### src/inc/adcs_pkg.sv
// Shared constants and carrier types for the converter status block.
// Assumes a single 250 MHz clock and an APB master on the register side.
package adcs_pkg;

    // ****************************************************************
    // Sizes
    // ****************************************************************
    localparam int ADCS_AW   = 8;   // APB byte address width
    localparam int ADCS_DW   = 32;  // APB data width
    localparam int ADCS_NCH  = 8;   // Converter channels
    localparam int ADCS_CHW  = 3;   // Channel number width
    localparam int ADCS_RW   = 10;  // Result width
    localparam int ADCS_CW   = 16;  // DMA receive counter width
    localparam int ADCS_SRW  = 20;  // Used status and mask bits

    // ****************************************************************
    // Register byte offsets
    // ****************************************************************
    localparam logic [ADCS_AW-1:0] ADCS_OFF_CHSR = 8'h18;
    localparam logic [ADCS_AW-1:0] ADCS_OFF_SR   = 8'h1C;
    localparam logic [ADCS_AW-1:0] ADCS_OFF_LAST = 8'h20;
    localparam logic [ADCS_AW-1:0] ADCS_OFF_IER  = 8'h24;
    localparam logic [ADCS_AW-1:0] ADCS_OFF_IDR  = 8'h28;
    localparam logic [ADCS_AW-1:0] ADCS_OFF_IMR  = 8'h2C;
    localparam logic [ADCS_AW-1:0] ADCS_OFF_CDR0 = 8'h30;
    localparam logic [ADCS_AW-1:0] ADCS_OFF_CDR7 = 8'h4C;

    // ****************************************************************
    // Status and mask field positions
    // ****************************************************************
    localparam int ADCS_BIT_EOC    = 0;
    localparam int ADCS_BIT_OVR    = 8;
    localparam int ADCS_BIT_READY  = 16;
    localparam int ADCS_BIT_GOVR   = 17;
    localparam int ADCS_BIT_RXDONE = 18;
    localparam int ADCS_BIT_RXFULL = 19;

    // ****************************************************************
    // Reset values
    // ****************************************************************
    localparam logic [ADCS_SRW-1:0] ADCS_RST_MASK   = 20'h00000;
    localparam logic                ADCS_RST_RXDONE = 1'b1;
    localparam logic [ADCS_RW-1:0]  ADCS_RST_DATA   = 10'h0;

    // ****************************************************************
    // Carrier types
    // ****************************************************************
    typedef struct packed {
        logic               psel;
        logic               penable;
        logic               pwrite;
        logic [ADCS_AW-1:0] paddr;
        logic [ADCS_DW-1:0] pwdata;
    } adcs_apb_req_type;

    typedef struct packed {
        logic [ADCS_DW-1:0] prdata;
        logic               pready;
        logic               pslverr;
    } adcs_apb_rsp_type;

    typedef struct packed {
        logic                done;
        logic [ADCS_CHW-1:0] chan;
        logic [ADCS_RW-1:0]  data;
    } adcs_conv_type;

    typedef struct packed {
        logic [ADCS_CW-1:0] rcr;
        logic [ADCS_CW-1:0] rncr;
        logic               wr;
    } adcs_dma_type;

    typedef struct packed {
        logic [ADCS_RW-1:0] result;
        logic               eoc;
        logic               ovr;
    } adcs_chan_state_type;

    typedef struct packed {
        adcs_apb_rsp_type    rsp;
        logic                irq;
        logic [ADCS_SRW-1:0] mask;
        logic                ready;
        logic                govr;
        logic                rxdone;
        logic                rcr_nz;
        logic [ADCS_RW-1:0]  last;
    } adcs_state_type;

endpackage

### src/hdl/adcs_chan.sv
// One converter channel: result slot, end-of-conversion and overrun.
// Assumes load is already qualified by the channel enable.
`timescale 1ns/1ps
module adcs_chan
    import adcs_pkg::*;
(
    // Clock and reset
    input  wire logic               clk,
    input  wire logic               rst,
    // Events
    input  wire logic               load,
    input  wire logic [ADCS_RW-1:0] data,
    input  wire logic               rd_result,
    input  wire logic               rd_status,
    // State
    output logic [ADCS_RW-1:0]      result,
    output logic                    eoc,
    output logic                    ovr
);

    adcs_chan_state_type st_reg;
    adcs_chan_state_type st_next;

    // Next state; a set always beats a clear in the same cycle
    always_comb begin
        st_next = st_reg;
        if (rd_result) begin
            st_next.eoc = 1'b0;
        end
        if (rd_status) begin
            st_next.ovr = 1'b0;
        end
        if (load) begin
            st_next.result = data;
            st_next.eoc    = 1'b1;
            // Unread result overwritten; a read in this cycle saved it
            if (st_reg.eoc && !rd_result) begin
                st_next.ovr = 1'b1;
            end
        end
    end

    // State register
    always_ff @(posedge clk or posedge rst) begin
        if (rst) begin
            st_reg <= '{result: ADCS_RST_DATA, eoc: 1'b0, ovr: 1'b0};
        end else begin
            st_reg <= st_next;
        end
    end

    assign result = st_reg.result;
    assign eoc    = st_reg.eoc;
    assign ovr    = st_reg.ovr;

endmodule

### src/hdl/adcs_regs.sv
// Status, interrupt mask and result registers of an 8-channel converter.
// Assumes channel enables, conversion events and DMA counters come from
// logic on the same clock; software reaches the registers over APB.
//
// Decided for this implementation: the placing of the registers and register access over APB.
`timescale 1ns/1ps

// What this block does
// - Channel status reads one bit per channel, 1 when enabled.
// - End-of-conversion bit reads 1 only if enabled and conversion done.
// - Channel overrun bits set on overrun, cleared by status read.
// - Data-ready sets on any result, cleared by reading last result.
// - General overrun sets on any general overrun, cleared by status read.
// - Receive-done sets when counter reaches zero, cleared by counter write.
// - Buffers-full reads 1 exactly when both receive counters are zero.
// - Last result captures every conversion and holds until the next.
// - Channel result loads only when enabled, holds until next conversion.
// - Writing 1 to enable-set register sets that mask bit.
// - Writing 1 to enable-clear register clears that mask bit.
// - Mask view reads enabled sources, same layout as status.
module adcs_regs
    import adcs_pkg::*;
(
    // Clock and reset
    input  wire logic                clk,
    input  wire logic                rst,
    // APB slave
    input  wire adcs_apb_req_type    apb_req,
    output adcs_apb_rsp_type         apb_rsp,
    // Converter side
    input  wire adcs_conv_type       conv,
    input  wire logic [ADCS_NCH-1:0] chan_en,
    // DMA receive counters
    input  wire adcs_dma_type        dma,
    // Interrupt
    output logic                     irq
);

    // ****************************************************************
    // Declarations
    // ****************************************************************
    adcs_state_type      st_reg;
    adcs_state_type      st_next;
    logic                acc_wait;
    logic                acc_done;
    logic                rd_done;
    logic                rd_sr;
    logic                rd_last;
    logic                wr_ier;
    logic                wr_idr;
    logic [ADCS_AW-1:0]  cdr_off;
    logic                cdr_hit;
    logic [ADCS_CHW-1:0] cdr_idx;
    logic                rx_full;
    logic [ADCS_SRW-1:0] sr_view;
    logic [ADCS_NCH-1:0] ch_load;
    logic [ADCS_NCH-1:0] ch_rd;
    logic [ADCS_NCH-1:0] ch_eoc;
    logic [ADCS_NCH-1:0] ch_ovr;
    logic [ADCS_RW-1:0]  ch_result [ADCS_NCH];

    // ****************************************************************
    // Bus decode
    // ****************************************************************
    // Access phase still waiting, and the edge that completes it
    assign acc_wait = apb_req.psel && apb_req.penable && !st_reg.rsp.pready;
    assign acc_done = apb_req.psel && apb_req.penable && st_reg.rsp.pready;
    assign rd_done  = acc_done && !apb_req.pwrite;
    // Read side effects land only on the completing edge
    assign rd_sr    = rd_done && (apb_req.paddr == ADCS_OFF_SR);
    assign rd_last  = rd_done && (apb_req.paddr == ADCS_OFF_LAST);
    assign wr_ier   = acc_done && apb_req.pwrite
                      && (apb_req.paddr == ADCS_OFF_IER);
    assign wr_idr   = acc_done && apb_req.pwrite
                      && (apb_req.paddr == ADCS_OFF_IDR);

    // Result window decode; channel 0 sits at the lowest word
    assign cdr_off = apb_req.paddr - ADCS_OFF_CDR0;
    assign cdr_hit = (apb_req.paddr >= ADCS_OFF_CDR0)
                     && (apb_req.paddr <= ADCS_OFF_CDR7)
                     && (apb_req.paddr[1:0] == 2'h0);
    assign cdr_idx = cdr_off[4:2];

    // ****************************************************************
    // Status view
    // ****************************************************************
    // both counters zero
    assign rx_full = (dma.rcr == '0) && (dma.rncr == '0);

    assign sr_view = {rx_full, st_reg.rxdone, st_reg.govr, st_reg.ready,
                      ch_ovr, ch_eoc & chan_en};

    // ****************************************************************
    // Channels
    // ****************************************************************
    // One slot per channel; load and read strobes decoded per entry
    for (genvar i = 0; i < ADCS_NCH; i++) begin : g_chan
        assign ch_load[i] = conv.done && (conv.chan == ADCS_CHW'(i))
                            && chan_en[i];
        assign ch_rd[i]   = rd_done && cdr_hit
                            && (cdr_idx == ADCS_CHW'(i));
        adcs_chan u_chan (
            .clk       (clk),
            .rst       (rst),
            .load      (ch_load[i]),
            .data      (conv.data),
            .rd_result (ch_rd[i]),
            .rd_status (rd_sr),
            .result    (ch_result[i]),
            .eoc       (ch_eoc[i]),
            .ovr       (ch_ovr[i])
        );
    end

    // ****************************************************************
    // Next state
    // ****************************************************************
    // Answer one cycle into the access phase, so prdata is registered
    always_comb begin
        st_next = st_reg;
        st_next.rsp.pready  = acc_wait;
        st_next.rsp.prdata  = '0;
        st_next.rsp.pslverr = 1'b0;
        if (acc_wait && !apb_req.pwrite) begin
            case (apb_req.paddr)
                ADCS_OFF_CHSR: begin
                    st_next.rsp.prdata = {24'h000000, chan_en};
                end
                ADCS_OFF_SR: begin
                    st_next.rsp.prdata = {12'h000, sr_view};
                end
                ADCS_OFF_LAST: begin
                    st_next.rsp.prdata = {22'h0, st_reg.last};
                end
                ADCS_OFF_IMR: begin
                    st_next.rsp.prdata = {12'h000, st_reg.mask};
                end
                ADCS_OFF_IER, ADCS_OFF_IDR: begin
                    st_next.rsp.prdata = '0;
                end
                default: begin
                    if (cdr_hit) begin
                        st_next.rsp.prdata =
                            {22'h0, ch_result[cdr_idx]};
                    end else begin
                        st_next.rsp.pslverr = 1'b1;
                    end
                end
            endcase
        end else if (acc_wait) begin
            // Writes to read-only words are dropped silently
            case (apb_req.paddr)
                ADCS_OFF_CHSR, ADCS_OFF_SR, ADCS_OFF_LAST,
                ADCS_OFF_IER, ADCS_OFF_IDR, ADCS_OFF_IMR: begin
                    st_next.rsp.pslverr = 1'b0;
                end
                default: begin
                    st_next.rsp.pslverr = !cdr_hit;
                end
            endcase
        end

        if (wr_ier) begin
            st_next.mask = st_next.mask | apb_req.pwdata[ADCS_SRW-1:0];
        end
        if (wr_idr) begin
            st_next.mask = st_next.mask & ~apb_req.pwdata[ADCS_SRW-1:0];
        end

        if (rd_last) begin
            st_next.ready = 1'b0;
        end
        if (conv.done) begin
            st_next.ready = 1'b1;
        end

        if (rd_sr) begin
            st_next.govr = 1'b0;
        end
        if (conv.done && st_reg.ready && !rd_last) begin
            st_next.govr = 1'b1;
        end

        if (conv.done) begin
            st_next.last = conv.data;
        end

        // counter write clears, reaching zero sets
        st_next.rcr_nz = (dma.rcr != '0);
        if (dma.wr) begin
            st_next.rxdone = 1'b0;
        end
        if (st_reg.rcr_nz && (dma.rcr == '0)) begin
            st_next.rxdone = 1'b1;
        end

        st_next.irq = |(sr_view & st_reg.mask);
    end

    // ****************************************************************
    // State register
    // ****************************************************************
    always_ff @(posedge clk or posedge rst) begin
        if (rst) begin
            st_reg.rsp    <= '{prdata: '0, pready: 1'b0, pslverr: 1'b0};
            st_reg.irq    <= 1'b0;
            st_reg.mask   <= ADCS_RST_MASK;
            st_reg.ready  <= 1'b0;
            st_reg.govr   <= 1'b0;
            st_reg.rxdone <= ADCS_RST_RXDONE;
            st_reg.rcr_nz <= 1'b0;
            st_reg.last   <= ADCS_RST_DATA;
        end else begin
            st_reg <= st_next;
        end
    end

    // Outputs straight from the state flops
    assign apb_rsp = st_reg.rsp;
    assign irq     = st_reg.irq;
endmodule

### config.mk
export PLATFORM = sky130hd
export DESIGN_NAME = adcs_regs
export DESIGN_NICKNAME = d
export VERILOG_FILES = /design/src/inc/adcs_pkg.sv /design/src/hdl/adcs_chan.sv /design/src/hdl/adcs_regs.sv
export SDC_FILE = /design/constraint.sdc
export NUM_CORES = 1
export LEC_CHECK = 0
export BUFFER_PORTS_ARGS = -buffer_cell sky130_fd_sc_hd__buf_2
export CORE_MARGIN = 5
export CORE_UTILIZATION = 25
export CTS_CLUSTER_DIAMETER = 100
export DETAILED_ROUTE_END_ITERATION = 12
export PLACE_DENSITY = 0.41
export SLEW_MARGIN = 10
export SYNTH_ARGS = -nofsm -noshare
export SYNTH_HDL_FRONTEND = slang
export SYNTH_HIERARCHICAL = 1
export SYNTH_SLANG_ARGS = --single-unit
export TNS_END_PERCENT = 1
### constraint.sdc
create_clock -name clk -period 4.12 [get_ports clk]
set_clock_uncertainty 0.15 [all_clocks]
set_input_delay 0.412 -clock clk [delete_from_list [all_inputs] [get_ports clk]]
set_output_delay 0.412 -clock clk [all_outputs]
set_load 0.02 [all_outputs]
# Word level (Yosys, flattened, before mapping)
# Index checks and enable logic that the tools add are counted.
[classes] magnitude_cmp=3 add_sub_neg=1 n_bitwise=6 reduce_logical=81 n_mux=51 n_eq_ne=20
[op_table] cell="$pmux W20 S5" n=1
[op_table] cell="$mux W20" n=3
[op_table] cell="$logic_and A1 B1 Y1" n=49
[op_table] cell="$and A20 B20 Y20" n=2
[op_table] cell="$mux W1" n=35
[op_table] cell="$eq A8 B6 Y1 const B" n=4
[op_table] cell="$logic_not A16 Y1" n=2
[op_table] cell="$bmux W10 S3" n=1
[op_table] cell="$mux W10" n=3
[op_table] cell="$eq A3 B3 Y1 const B" n=8
[op_table] cell="$reduce_bool A2 Y1" n=11
[op_table] cell="$not A20 Y20" n=1
[op_table] cell="$or A20 B20 Y20" n=1
[op_table] cell="$reduce_or A20 Y1" n=1
[op_table] cell="$eq A8 B5 Y1 const B" n=2
[op_table] cell="$mux W2" n=8
[op_table] cell="$reduce_bool A16 Y1" n=1
[op_table] cell="$eq A3 B2 Y1 const B" n=4
[op_table] cell="$logic_not A1 Y1" n=12
[op_table] cell="$and A8 B8 Y8" n=1
[op_table] cell="$ge A8 B6 Y1 const B" n=1
[op_table] cell="$le A8 B7 Y1 const B" n=1
[op_table] cell="$eq A3 B1 Y1 const B" n=2
[op_table] cell="$logic_not A3 Y1" n=2
[op_table] cell="other kinds (6)" n=6
[totals] out_inout_bits=35 reg_bits=165 wordCells=196 inputBits=100

# Depth between registers and ports, before layout
# Gate-level depths: netlist (run 1).
[logic_depth] word_depth=9 ltp_mapped=8 depth_no_buf=6

# By module
# The synthesis (run 1) kept the hierarchy.
[by_module_without_submodules] mod="adcs_chan" cells_per_inst=28 seq_area_each_um2=300.3 instances=8 area_per_inst_um2=484.2
[by_module_without_submodules] mod="adcs_regs" cells_per_inst=346 seq_area_each_um2=1427.6 instances=1 area_per_inst_um2=3637.2

# Worst setup path before layout (run 1)
# Ideal clock, no wire load.
[synth_timing] path_type="in2reg" start="input apb_req[34] (netlist bit)" end="register g_chan[0].u_chan.st_reg, in the netlist g_chan[0].u_chan/ovr" path_stages=8 required_ps=3848 slack_ps=1925 setup_ps=122 arrival_time_ps=1924 path_buffers=3 cell_sequence="buf_2 buf_2 and2_1 buf_2 nand3_1 nor2_1 inv_1 a32o_1"
[synth_rtl] item="start: declaration" line_no="adcs_regs.sv:28" rtl="input wire adcs_apb_req_type apb_req,"
[synth_rtl] item="end signal: assignment" line_no="adcs_chan.sv:46" rtl="st_reg <= '{result: ADCS_RST_DATA, eoc: 1'b0, ovr: 1'b0};"
[synth_rtl] item="end signal: assignment" line_no="adcs_chan.sv:48" rtl="st_reg <= st_next;"
[synth_rtl] item="end: declaration" line_no="adcs_chan.sv:21" rtl="adcs_chan_state_type st_reg;"

==> results of run 1 <==
[cells in the final DEF (no fill, tap or decap), types with 17 or more instances in the layout]
| cell type | n |
|---|---|
| inv_1 | 32 |
| a21oi_1 | 41 |
| nor2_1 | 22 |
| a22oi_1 | 21 |
| mux2_4 | 64 |
| buf_2 | 110 |
| dfrtp_1 | 152 |
| mux2_2 | 36 |
| mux4_2 | 20 |
| clkbuf_16 | 17 |
[timing repair]
action                                  in CTS  in global routing
endpoints found under the hold margin       23                  0
hold buffers                                 3                  0
endpoints found under the setup margin       0                  0
[worst min-delay path by stage]
| stage | start | endpoint | slack, ns | cells after the start |
|---|---|---|---|---|
| finish | apb_req[8] | register | 0.01 | 2 |
| global route | apb_req[6] | register | 0.007 | 2 |
| CTS | apb_req[6] | register | 0.002 | 2 |
| detailed placement | st_reg[10] | sr_view[18] | 0.31 | 2 |
| global placement | st_reg[10] | sr_view[18] | 0.31 | 2 |
| floorplan | rst | g_chan[0].u_chan/eoc | 0.13 | 1 |
[power groups by stage]
stage	sequential, W	combinational [W]	clock, W
floorplan	0.00185	0.000499	0
global placement	0.00190	0.000635	0
detailed placement	0.00191	0.000651	0
CTS	0.00189	0.000656	0.00182
global route	0.00192	0.000694	0.00188
finish	0.00189	0.000647	0.00178
[per-stage QoR]
step | power (W) | std cells
final | 0.00432 | 1060
after global routing | 0.00449 | 1060
after CTS | 0.00437 | 1060
after detailed placement | 0.00256 | 1026
after global placement | 0.00254 | 1026
after floorplan | 0.00235 | 581
[logic make-up (layout without fill, tap and decap cells)]
family | Yosys count | count (layout) | synth area share [%]
muxes | 120 | 120 | 24.2
buffers and inverters | 93 | 182 | 7.51
other | 1 | 12 | 0.0499
DFF | 153 | 153 | 51.0
AOI/OAI and AO/OA | 117 | 117 | 10.5
and+or+nand+nor | 86 | 86 | 6.73
[worst register-to-register path, delay by kind of cell (launching register included)]
family             cells  cell delay (ns)
and+or+nand+nor        2             1.21
AOI/OAI and AO/OA      2             0.34
DFF                    1             0.38
[metal layers]
layer  vias to the layer above  routed length (microns)  share of wire [%]  track usage [%]
met1                      2609                    10000                 45             17.7
met5                         -                       39               0.17                0
met2                       136                    10900                 49             21.9
met3                        21                     1120                5.0             3.17
li1                       2233                        -                  -                -
met4                         6                      207               0.93             2.74
[cell type report]
cell class	count	area [sq um]	area share, %
Clock buffer	19	453	5.09
Clock inverter	12	213	2.39
Inverter	33	124	1.39
Multi-Input combinational cell	335	3170	35.6
Sequential cell	153	3830	43.0
Tap cell	390	488	5.48
Timing Repair Buffer	118	618	6.95
==> results.json, run 1 <==
{
  "outcome": "completed",
  "synth_edf_count": 0,
  "syn-cell-area_sq_um": 7510,
  "synth-main-ff-cell": "dfrtp_1",
  "min_period_ns": 2.38,
  "slew_viol_final": 0,
  "clk_latency_ns": 0.42,
  "rr_startpoint": "apb_rsp[1]",
  "dp_hpwl_microns": 16000,
  "coreArea_sq_um": 29600,
  "yosysUniqueCellTypes": 47,
  "cts_tree": "done",
  "setup_ws_ns": 1.74,
  "grt-ovfl-total": 0,
  "dpl_cell_area_sq_um": 8200,
  "avgSynthCellArea_sq_um": 13.2,
  "synthTopCellsByArea": "dfrtp_1 (51%), mux2_4 (13%), mux4_2 (6.0%)",
  "track_usage_pct": 13.2,
  "finalWirelength_microns": 22300,
  "fin_crit_sh_pct": 57.8,
  "setup_viol": 0,
  "yosysMostFrequentCell": "dfrtp_1",
  "yosysWarnings": 6,
  "max-vdd-ir-drop_mv": 0.267,
  "tns_ns": 0,
  "finalHoldViolCount": 0,
  "intPower_w": 0.00326,
  "maxCapViolCount": 0,
  "cts.htree.levels": 4,
  "p_leak_nw": 3.96,
  "drive_above_1_share_pct": 42.2,
  "viasPerCell": 4.72,
  "cp_num_cells": 6,
  "rsz0062_at_grt": "no",
  "swShare_pct": 24.7,
  "criticalPathCategory": "in2reg",
  "grt_pass1_wl_microns": 33400,
  "fillCellCount": 3044,
  "path_delay_family": "simple AND/OR/NAND/NOR gates",
  "rows": 63,
  "maxSlewHeadroom_pct": 21.6,
  "cp_cell_sequence": "buf_2 -> nor2b_1 -> nand3_1 -> nor2_1 -> inv_1 -> a32o_1",
  "port_buffers": 110,
  "cts_root_buf": "clkbuf_16",
  "start_kind": "primary input",
  "synthArstFlopShare_pct": 100,
  "r2r_setup_slack_ns": 1.96,
  "drt_iter0_drc": 271,
  "cts.sinks": 153,
  "switching_power_w": 0.00107,
  "critPathCaptureType": "register",
  "grt_max_degree": 58,
  "synth-seq-cells": 153,
  "cts.path.max_buffers": 2,
  "crit_start": "apb_req[36]",
  "synth_top_area_share_pct": 50.6,
  "timing.hold.ws_ns": 0.0142,
  "die_w_microns": 183,
  "num-nets-final": 758,
  "tightest_slew_ns": 1.17,
  "hold_path_class": "in2reg",
  "p_per_area_nw_per_um2": 486,
  "fmax_mhz": 420,
  "yosysTopAreaCell": "dfrtp_1",
  "final_antenna_net_count": 0,
  "dieArea_sq_um": 33600,
  "pwr-share-seq_pct": 43.8,
  "grt_pass1_vias": 5336,
  "crit_path_top_delay_cell": "buf_2",
  "power_frac_comb_pct": 15.0,
  "antenna_found_initial": 3,
  "cts_inserted_buffers": 17,
  "utilization_pct": 30.0,
  "path_buf_inv": 2,
  "path_clk_slew_ns": 0.06,
  "drc": 0,
  "ys_top_cells_by_count": "dfrtp_1 (152), mux2_4 (64), a21oi_1 (41)",
  "p_clk_share_pct": 41.3,
  "gp_congestion": 0.845,
  "wl_per_cell_microns": 21.0,
  "cts_setup_buffers": 0,
  "synthCells": 570,
  "area_growth_syn_to_layout_pct": 18.5,
  "first_pass_iters": 7,
  "detailedPlace.worstSlack_ns": 1.30,
  "cts_resized": 0,
  "critPathArrivalTime_ns": 2.54,
  "final_area_sq_um": 8900,
  "antennaDiodeCount": 0,
  "vias": 5005,
  "synth-seq-area-share_pct": 51.0,
  "max_stage_delay_ns": 0.59,
  "die_y_microns": 183,
  "io_pins": 135,
  "endpoint": "g_chan[5].u_chan/ovr",
  "cp.required_ns": 4.28,
  "start_util_pct": 25.3,
  "ff2ff_path_depth": 4,
  "crit_fanout": 27
}
No activity file was read; power rests on OpenSTA's default activity.
==> inputs of run 2 (changes only) <==
--- a/config.mk
+++ b/config.mk
@@ -10,7 +10,7 @@
 export CORE_UTILIZATION = 25
 export CTS_CLUSTER_DIAMETER = 100
 export DETAILED_ROUTE_END_ITERATION = 12
-export PLACE_DENSITY = 0.41
+export PLACE_DENSITY = 0.43
 export SLEW_MARGIN = 10
 export SYNTH_ARGS = -nofsm -noshare
 export SYNTH_HDL_FRONTEND = slang
==> constraint.sdc (replaced) <==
create_clock -name clk -period 2.15 [get_ports clk]
set_clock_uncertainty 0.15 [all_clocks]
set_input_delay 0.215 -clock clk [delete_from_list [all_inputs] [get_ports clk]]
set_output_delay 0.215 -clock clk [all_outputs]
set_load 0.02 [all_outputs]
==> results.json, run 2 (synthesis gave the netlist of run 1 again) <==
{
  "fin_crit_sh_pct": 90.5,
  "cts.path.max_buffers": 2,
  "p_leak_nw": 4.19,
  "slew_viol_final": 0,
  "grt-ovfl-total": 0,
  "cts.sinks": 153,
  "io_pins": 135,
  "fmax_mhz": 514,
  "critPathCaptureType": "register",
  "final_cell_mix": "dfrtp_1 (152), buf_2 (110), mux2_4 (64)",
  "timing.hold.ws_ns": 0.0300,
  "first_pass_iters": 4,
  "dp_hpwl_microns": 16100,
  "drt_iter0_drc": 260,
  "hold_depth": 2,
  "cts_root_buf": "clkbuf_16",
  "grt_pass1_wl_microns": 33300,
  "port_buffers": 110,
  "drive_above_1_share_pct": 43.5,
  "max-vdd-ir-drop_mv": 0.546,
  "tns_ns": 0,
  "clk_latency_ns": 0.43,
  "p_total_w": 0.00784,
  "num-nets-final": 814,
  "p_per_area_nw_per_um2": 838,
  "critPathArrivalTime_ns": 2.11,
  "rsz0062_at_grt": "no",
  "drc": 0,
  "rows": 63,
  "cts_setup_buffers": 0,
  "start_util_pct": 25.3,
  "start_kind": "primary input",
  "fillCellCount": 3019,
  "antenna_found_initial": 0,
  "die_w_microns": 183,
  "ff2ff_path_depth": 4,
  "crit_fanout": 10,
  "min_period_ns": 1.95,
  "coreArea_sq_um": 29600,
  "area_growth_syn_to_layout_pct": 24.6,
  "finalHoldViolCount": 0,
  "final_common_cell": "dfrtp_1",
  "dieArea_sq_um": 33600,
  "cts_tree": "done",
  "antennaDiodeCount": 0,
  "path_clk_slew_ns": 0.07,
  "maxCapViolCount": 0,
  "cts.htree.levels": 4,
  "final_antenna_net_count": 0,
  "tightest_slew_ns": 0.690,
  "die_y_microns": 183,
  "cp.required_ns": 2.31,
  "maxSlewHeadroom_pct": 53.9,
  "track_usage_pct": 13.2,
  "vias": 5085,
  "finalWirelength_microns": 22300,
  "outcome": "completed",
  "gp_congestion": 0.813,
  "criticalPathCategory": "in2reg",
  "grt_max_degree": 58,
  "setup_viol": 0,
  "cts_inserted_buffers": 17,
  "wl_per_cell_microns": 19.9,
  "hold_path_class": "in2reg",
  "viasPerCell": 4.55,
  "grt_pass1_vias": 5317
}
-- run 2: changes by cell type in the layout (fill, tap and decap cells not counted), moves of 2 or more --
cell,previous run,this run
buf_4,5,31
dlygate4sd3_1,3,27
buf_12,0,6
bufinv_16,5,1
clkinv_4,2,6
clkbuf_8,2,0
clkinvlp_4,1,3
-- run 2: where the power goes --
group	internal [W]	switching, W	leakage, nW
Sequential	0.00333	0.000289	1.91
Clock	0.00161	0.00130	0.271
Combinational	0.000833	0.000473	2.01
Total	0.00577	0.00207	4.19
-- run 2: worst paths after layout --
check	start	slack [ns]	end
max in group asynchronous	rst	1.01	g_chan[7].u_chan/result[2]
worst min register to register	g_chan[2].u_chan/result[1]	0.35	g_chan[2].u_chan/result[1]
min in group asynchronous	rst	0.35	st_reg[7]
worst max-delay path	conv[13]	0.20	g_chan[4].u_chan/result[6]
worst min-delay path	conv[0]	0.03	g_chan[2].u_chan/result[0]
worst max register to register	register	0.23	irq
-- run 2: final cells by class --
class | count | area (sq um) | share of cell area (%)
Timing Repair Buffer | 174 | 1170 | 12.5
Sequential cell | 153 | 3830 | 40.9
Multi-Input combinational cell | 335 | 3170 | 33.9
Clock inverter | 15 | 145 | 1.55
Clock buffer | 17 | 425 | 4.55
Tap cell | 390 | 488 | 5.21
Inverter | 33 | 124 | 1.32
-- run 2: metrics by stage --
stage	worst slack [ns]	utilization, %	area [sq um]	instances
after floorplan	0.152	-	7550	581
after global placement	0.149	28.7	8520	1058
after detailed placement	0.141	28.7	8520	1058
after CTS	0.250	31.6	9360	1117
after global routing	0.141	31.6	9360	1117
final	0.203	31.6	9360	1117
-- run 2: worst max-delay path: stages --
cell and delay [ns]:
dlygate4sd3_1 0.53, buf_2 0.14, inv_1 0.10, nor2_1 0.24, and3_1 0.34, buf_12 0.20, mux2_2 0.34
-- run 2: what timing repair did --
item	4_1_cts	5_1_grt
resized for setup	0	0
hold buffers	27	0
endpoints found under the hold margin	184	0
-- run 2: layer usage --
layer	track usage (%)	up-vias	part of all wire (%)	wire, microns
met3	2.34	15	4.6	1030
met5	0	-	0	0
met4	3.04	0	0.86	191
met2	20.7	128	47	10500
met1	18.9	2593	47	10500
li1	-	2349	-	-
==> inputs of run 3 (changes only) <==
--- a/config.mk
+++ b/config.mk
@@ -5,7 +5,7 @@
 export SDC_FILE = /design/constraint.sdc
 export NUM_CORES = 1
 export LEC_CHECK = 0
-export BUFFER_PORTS_ARGS = -buffer_cell sky130_fd_sc_hd__buf_2
+export BUFFER_PORTS_ARGS = -buffer_cell sky130_fd_sc_hd__buf_4
 export CORE_MARGIN = 5
 export CORE_UTILIZATION = 25
 export CTS_CLUSTER_DIAMETER = 100
==> results.json, run 3 (synthesis gave the netlist of run 1 again) <==
{
  "outcome": "completed",
  "setup_ws_ns": 0.0686,
  "finalHoldViolCount": 0,
  "cts.htree.levels": 4,
  "maxCapViolCount": 0,
  "start_kind": "register",
  "grt-ovfl-total": 0,
  "drive_above_1_share_pct": 42.4,
  "grt_pass1_vias": 5908,
  "cp.required_ns": 2.28,
  "grt_max_degree": 26,
  "register_area_sq_um": 3830,
  "drt_iter0_drc": 302,
  "cts_tree": "done",
  "num-nets-final": 826,
  "io_pins": 135,
  "track_usage_pct": 13.8,
  "r2r_setup_slack_ns": 0.07,
  "detailedPlace.worstSlack_ns": -0.0630,
  "vias": 5210,
  "p_leak_nw": 4.34,
  "rsz0062_at_grt": "no",
  "multi_input_area_sq_um": 3170,
  "hold_path_class": "in2reg",
  "gp_congestion": 0.846,
  "max-vdd-ir-drop_mv": 0.462,
  "hold_depth": 3,
  "ff2ff_path_depth": 4,
  "first_pass_iters": 4,
  "final_cell_mix": "dfrtp_1 (152), buf_4 (141), mux2_4 (64)",
  "setup_viol": 0,
  "cts_inserted_buffers": 17,
  "route.met3.wl_microns": 1310,
  "slew_viol_final": 0,
  "p_per_area_nw_per_um2": 826,
  "cts.path.max_buffers": 2,
  "final_antenna_net_count": 0,
  "min_to": "apb_rsp[1]",
  "cts.sinks": 153,
  "viasPerCell": 4.61,
  "antennaDiodeCount": 0,
  "wl_met2_microns": 11200,
  "critPathArrivalTime_ns": 2.21,
  "rows": 63,
  "grt_pass1_wl_microns": 35300,
  "start_util_pct": 25.3,
  "maxSlewHeadroom_pct": 46.9,
  "coreArea_sq_um": 29600,
  "cts_root_buf": "clkbuf_16",
  "fillCellCount": 2956,
  "path_clk_slew_ns": 0.06,
  "wl_per_cell_microns": 20.2,
  "fmax_mhz": 480,
  "drc": 0,
  "final_common_cell": "dfrtp_1",
  "cts_resized": 0,
  "dieArea_sq_um": 33600,
  "tightest_slew_ns": 0.792,
  "rr_endpoint": "irq",
  "port_buffers": 110,
  "die_y_microns": 183,
  "min_period_ns": 2.08,
  "finalWirelength_microns": 22800,
  "critPathCaptureType": "register",
  "area_growth_syn_to_layout_pct": 29.9,
  "dp_hpwl_microns": 16700,
  "antenna_found_initial": 0,
  "clk_latency_ns": 0.42,
  "die_w_microns": 183,
  "routed.top_layer": "met4",
  "p_total_w": 0.00806,
  "hold_start": "apb_req[42]",
  "crit_fanout": 3,
  "fin_crit_sh_pct": 96.8,
  "m1WireLength_microns": 9920,
  "criticalPathCategory": "reg2reg"
}
## run 3: changes by cell type in the layout (fill, tap and decap cells not counted), sizes merged
cell | before | now
clkbuf | 17 | 19
dlygate4sd3 | 27 | 41
clkinv | 7 | 8
bufinv | 1 | 3
clkinvlp | 3 | 2
buf | 147 | 145
inv | 37 | 33
## run 3: stage by stage
| stage | utilization (%) | cells | hold slack [ns] | setup TNS, ns | cell area (sq um) |
|---|---|---|---|---|---|
| 6_report | 32.9 | 1129 | 0.0673 | 0 | 9760 |
| 5_1_grt | 32.9 | 1129 | 0.0724 | 0 | 9760 |
| 4_1_cts | 32.9 | 1129 | 0.0514 | 0 | 9760 |
| 3_5_place_dp | 29.5 | 1056 | 0.181 | -0.584 | 8750 |
| 3_3_place_gp | 29.5 | 1056 | 0.162 | -0.0889 | 8750 |
| 2_1_floorplan | - | 581 | -0.0703 | 0 | 7550 |
## run 3: repair_timing
item / CTS / global route
setup endpoints to repair: 0 / 1
hold endpoints to repair: 226 / 0
hold buffers: 41 / 0
buffers inserted: 0 / 0
## run 3: worst max-delay path by stage
stage / to / slack, ns / depth (start not counted)
after global placement: register / -0.01 / 7
after detailed placement: register / -0.06 / 7
after floorplan: g_chan[0].u_chan/ovr / 0.15 / 8
final: irq / 0.07 / 4
after global routing: irq / 0.003 / 7
after CTS: irq / 0.09 / 4
## run 3: cell type report
| cell class | count | share of cell area, % |
|---|---|---|
| Inverter | 33 | 1.27 |
| Sequential cell | 153 | 39.2 |
| Multi-Input combinational cell | 335 | 32.5 |
| Clock inverter | 13 | 1.56 |
| Tap cell | 390 | 5.00 |
| Timing Repair Buffer | 186 | 15.9 |
| Clock buffer | 19 | 4.54 |
## run 3: power breakdown
part | internal (W) | switching [W]
sequential | 0.00333 | 0.000296
combinational | 0.000894 | 0.000492
clock | 0.00185 | 0.00121
total | 0.00607 | 0.00199
## run 3: worst max-delay path, stage by stage (launching register included)
cell and delay (ns):
dfrtp_1 0.40, a222oi_1 0.52, buf_4 0.20, nand4_1 0.14
or4_1 0.52
## run 3: metal layers
| layer | track usage, % | up-vias |
|---|---|---|
| met5 | 0 | - |
| met4 | 3.84 | 0 |
| met3 | 3.35 | 27 |
| met2 | 23.2 | 143 |
| met1 | 17.6 | 2665 |
| li1 | - | 2375 |
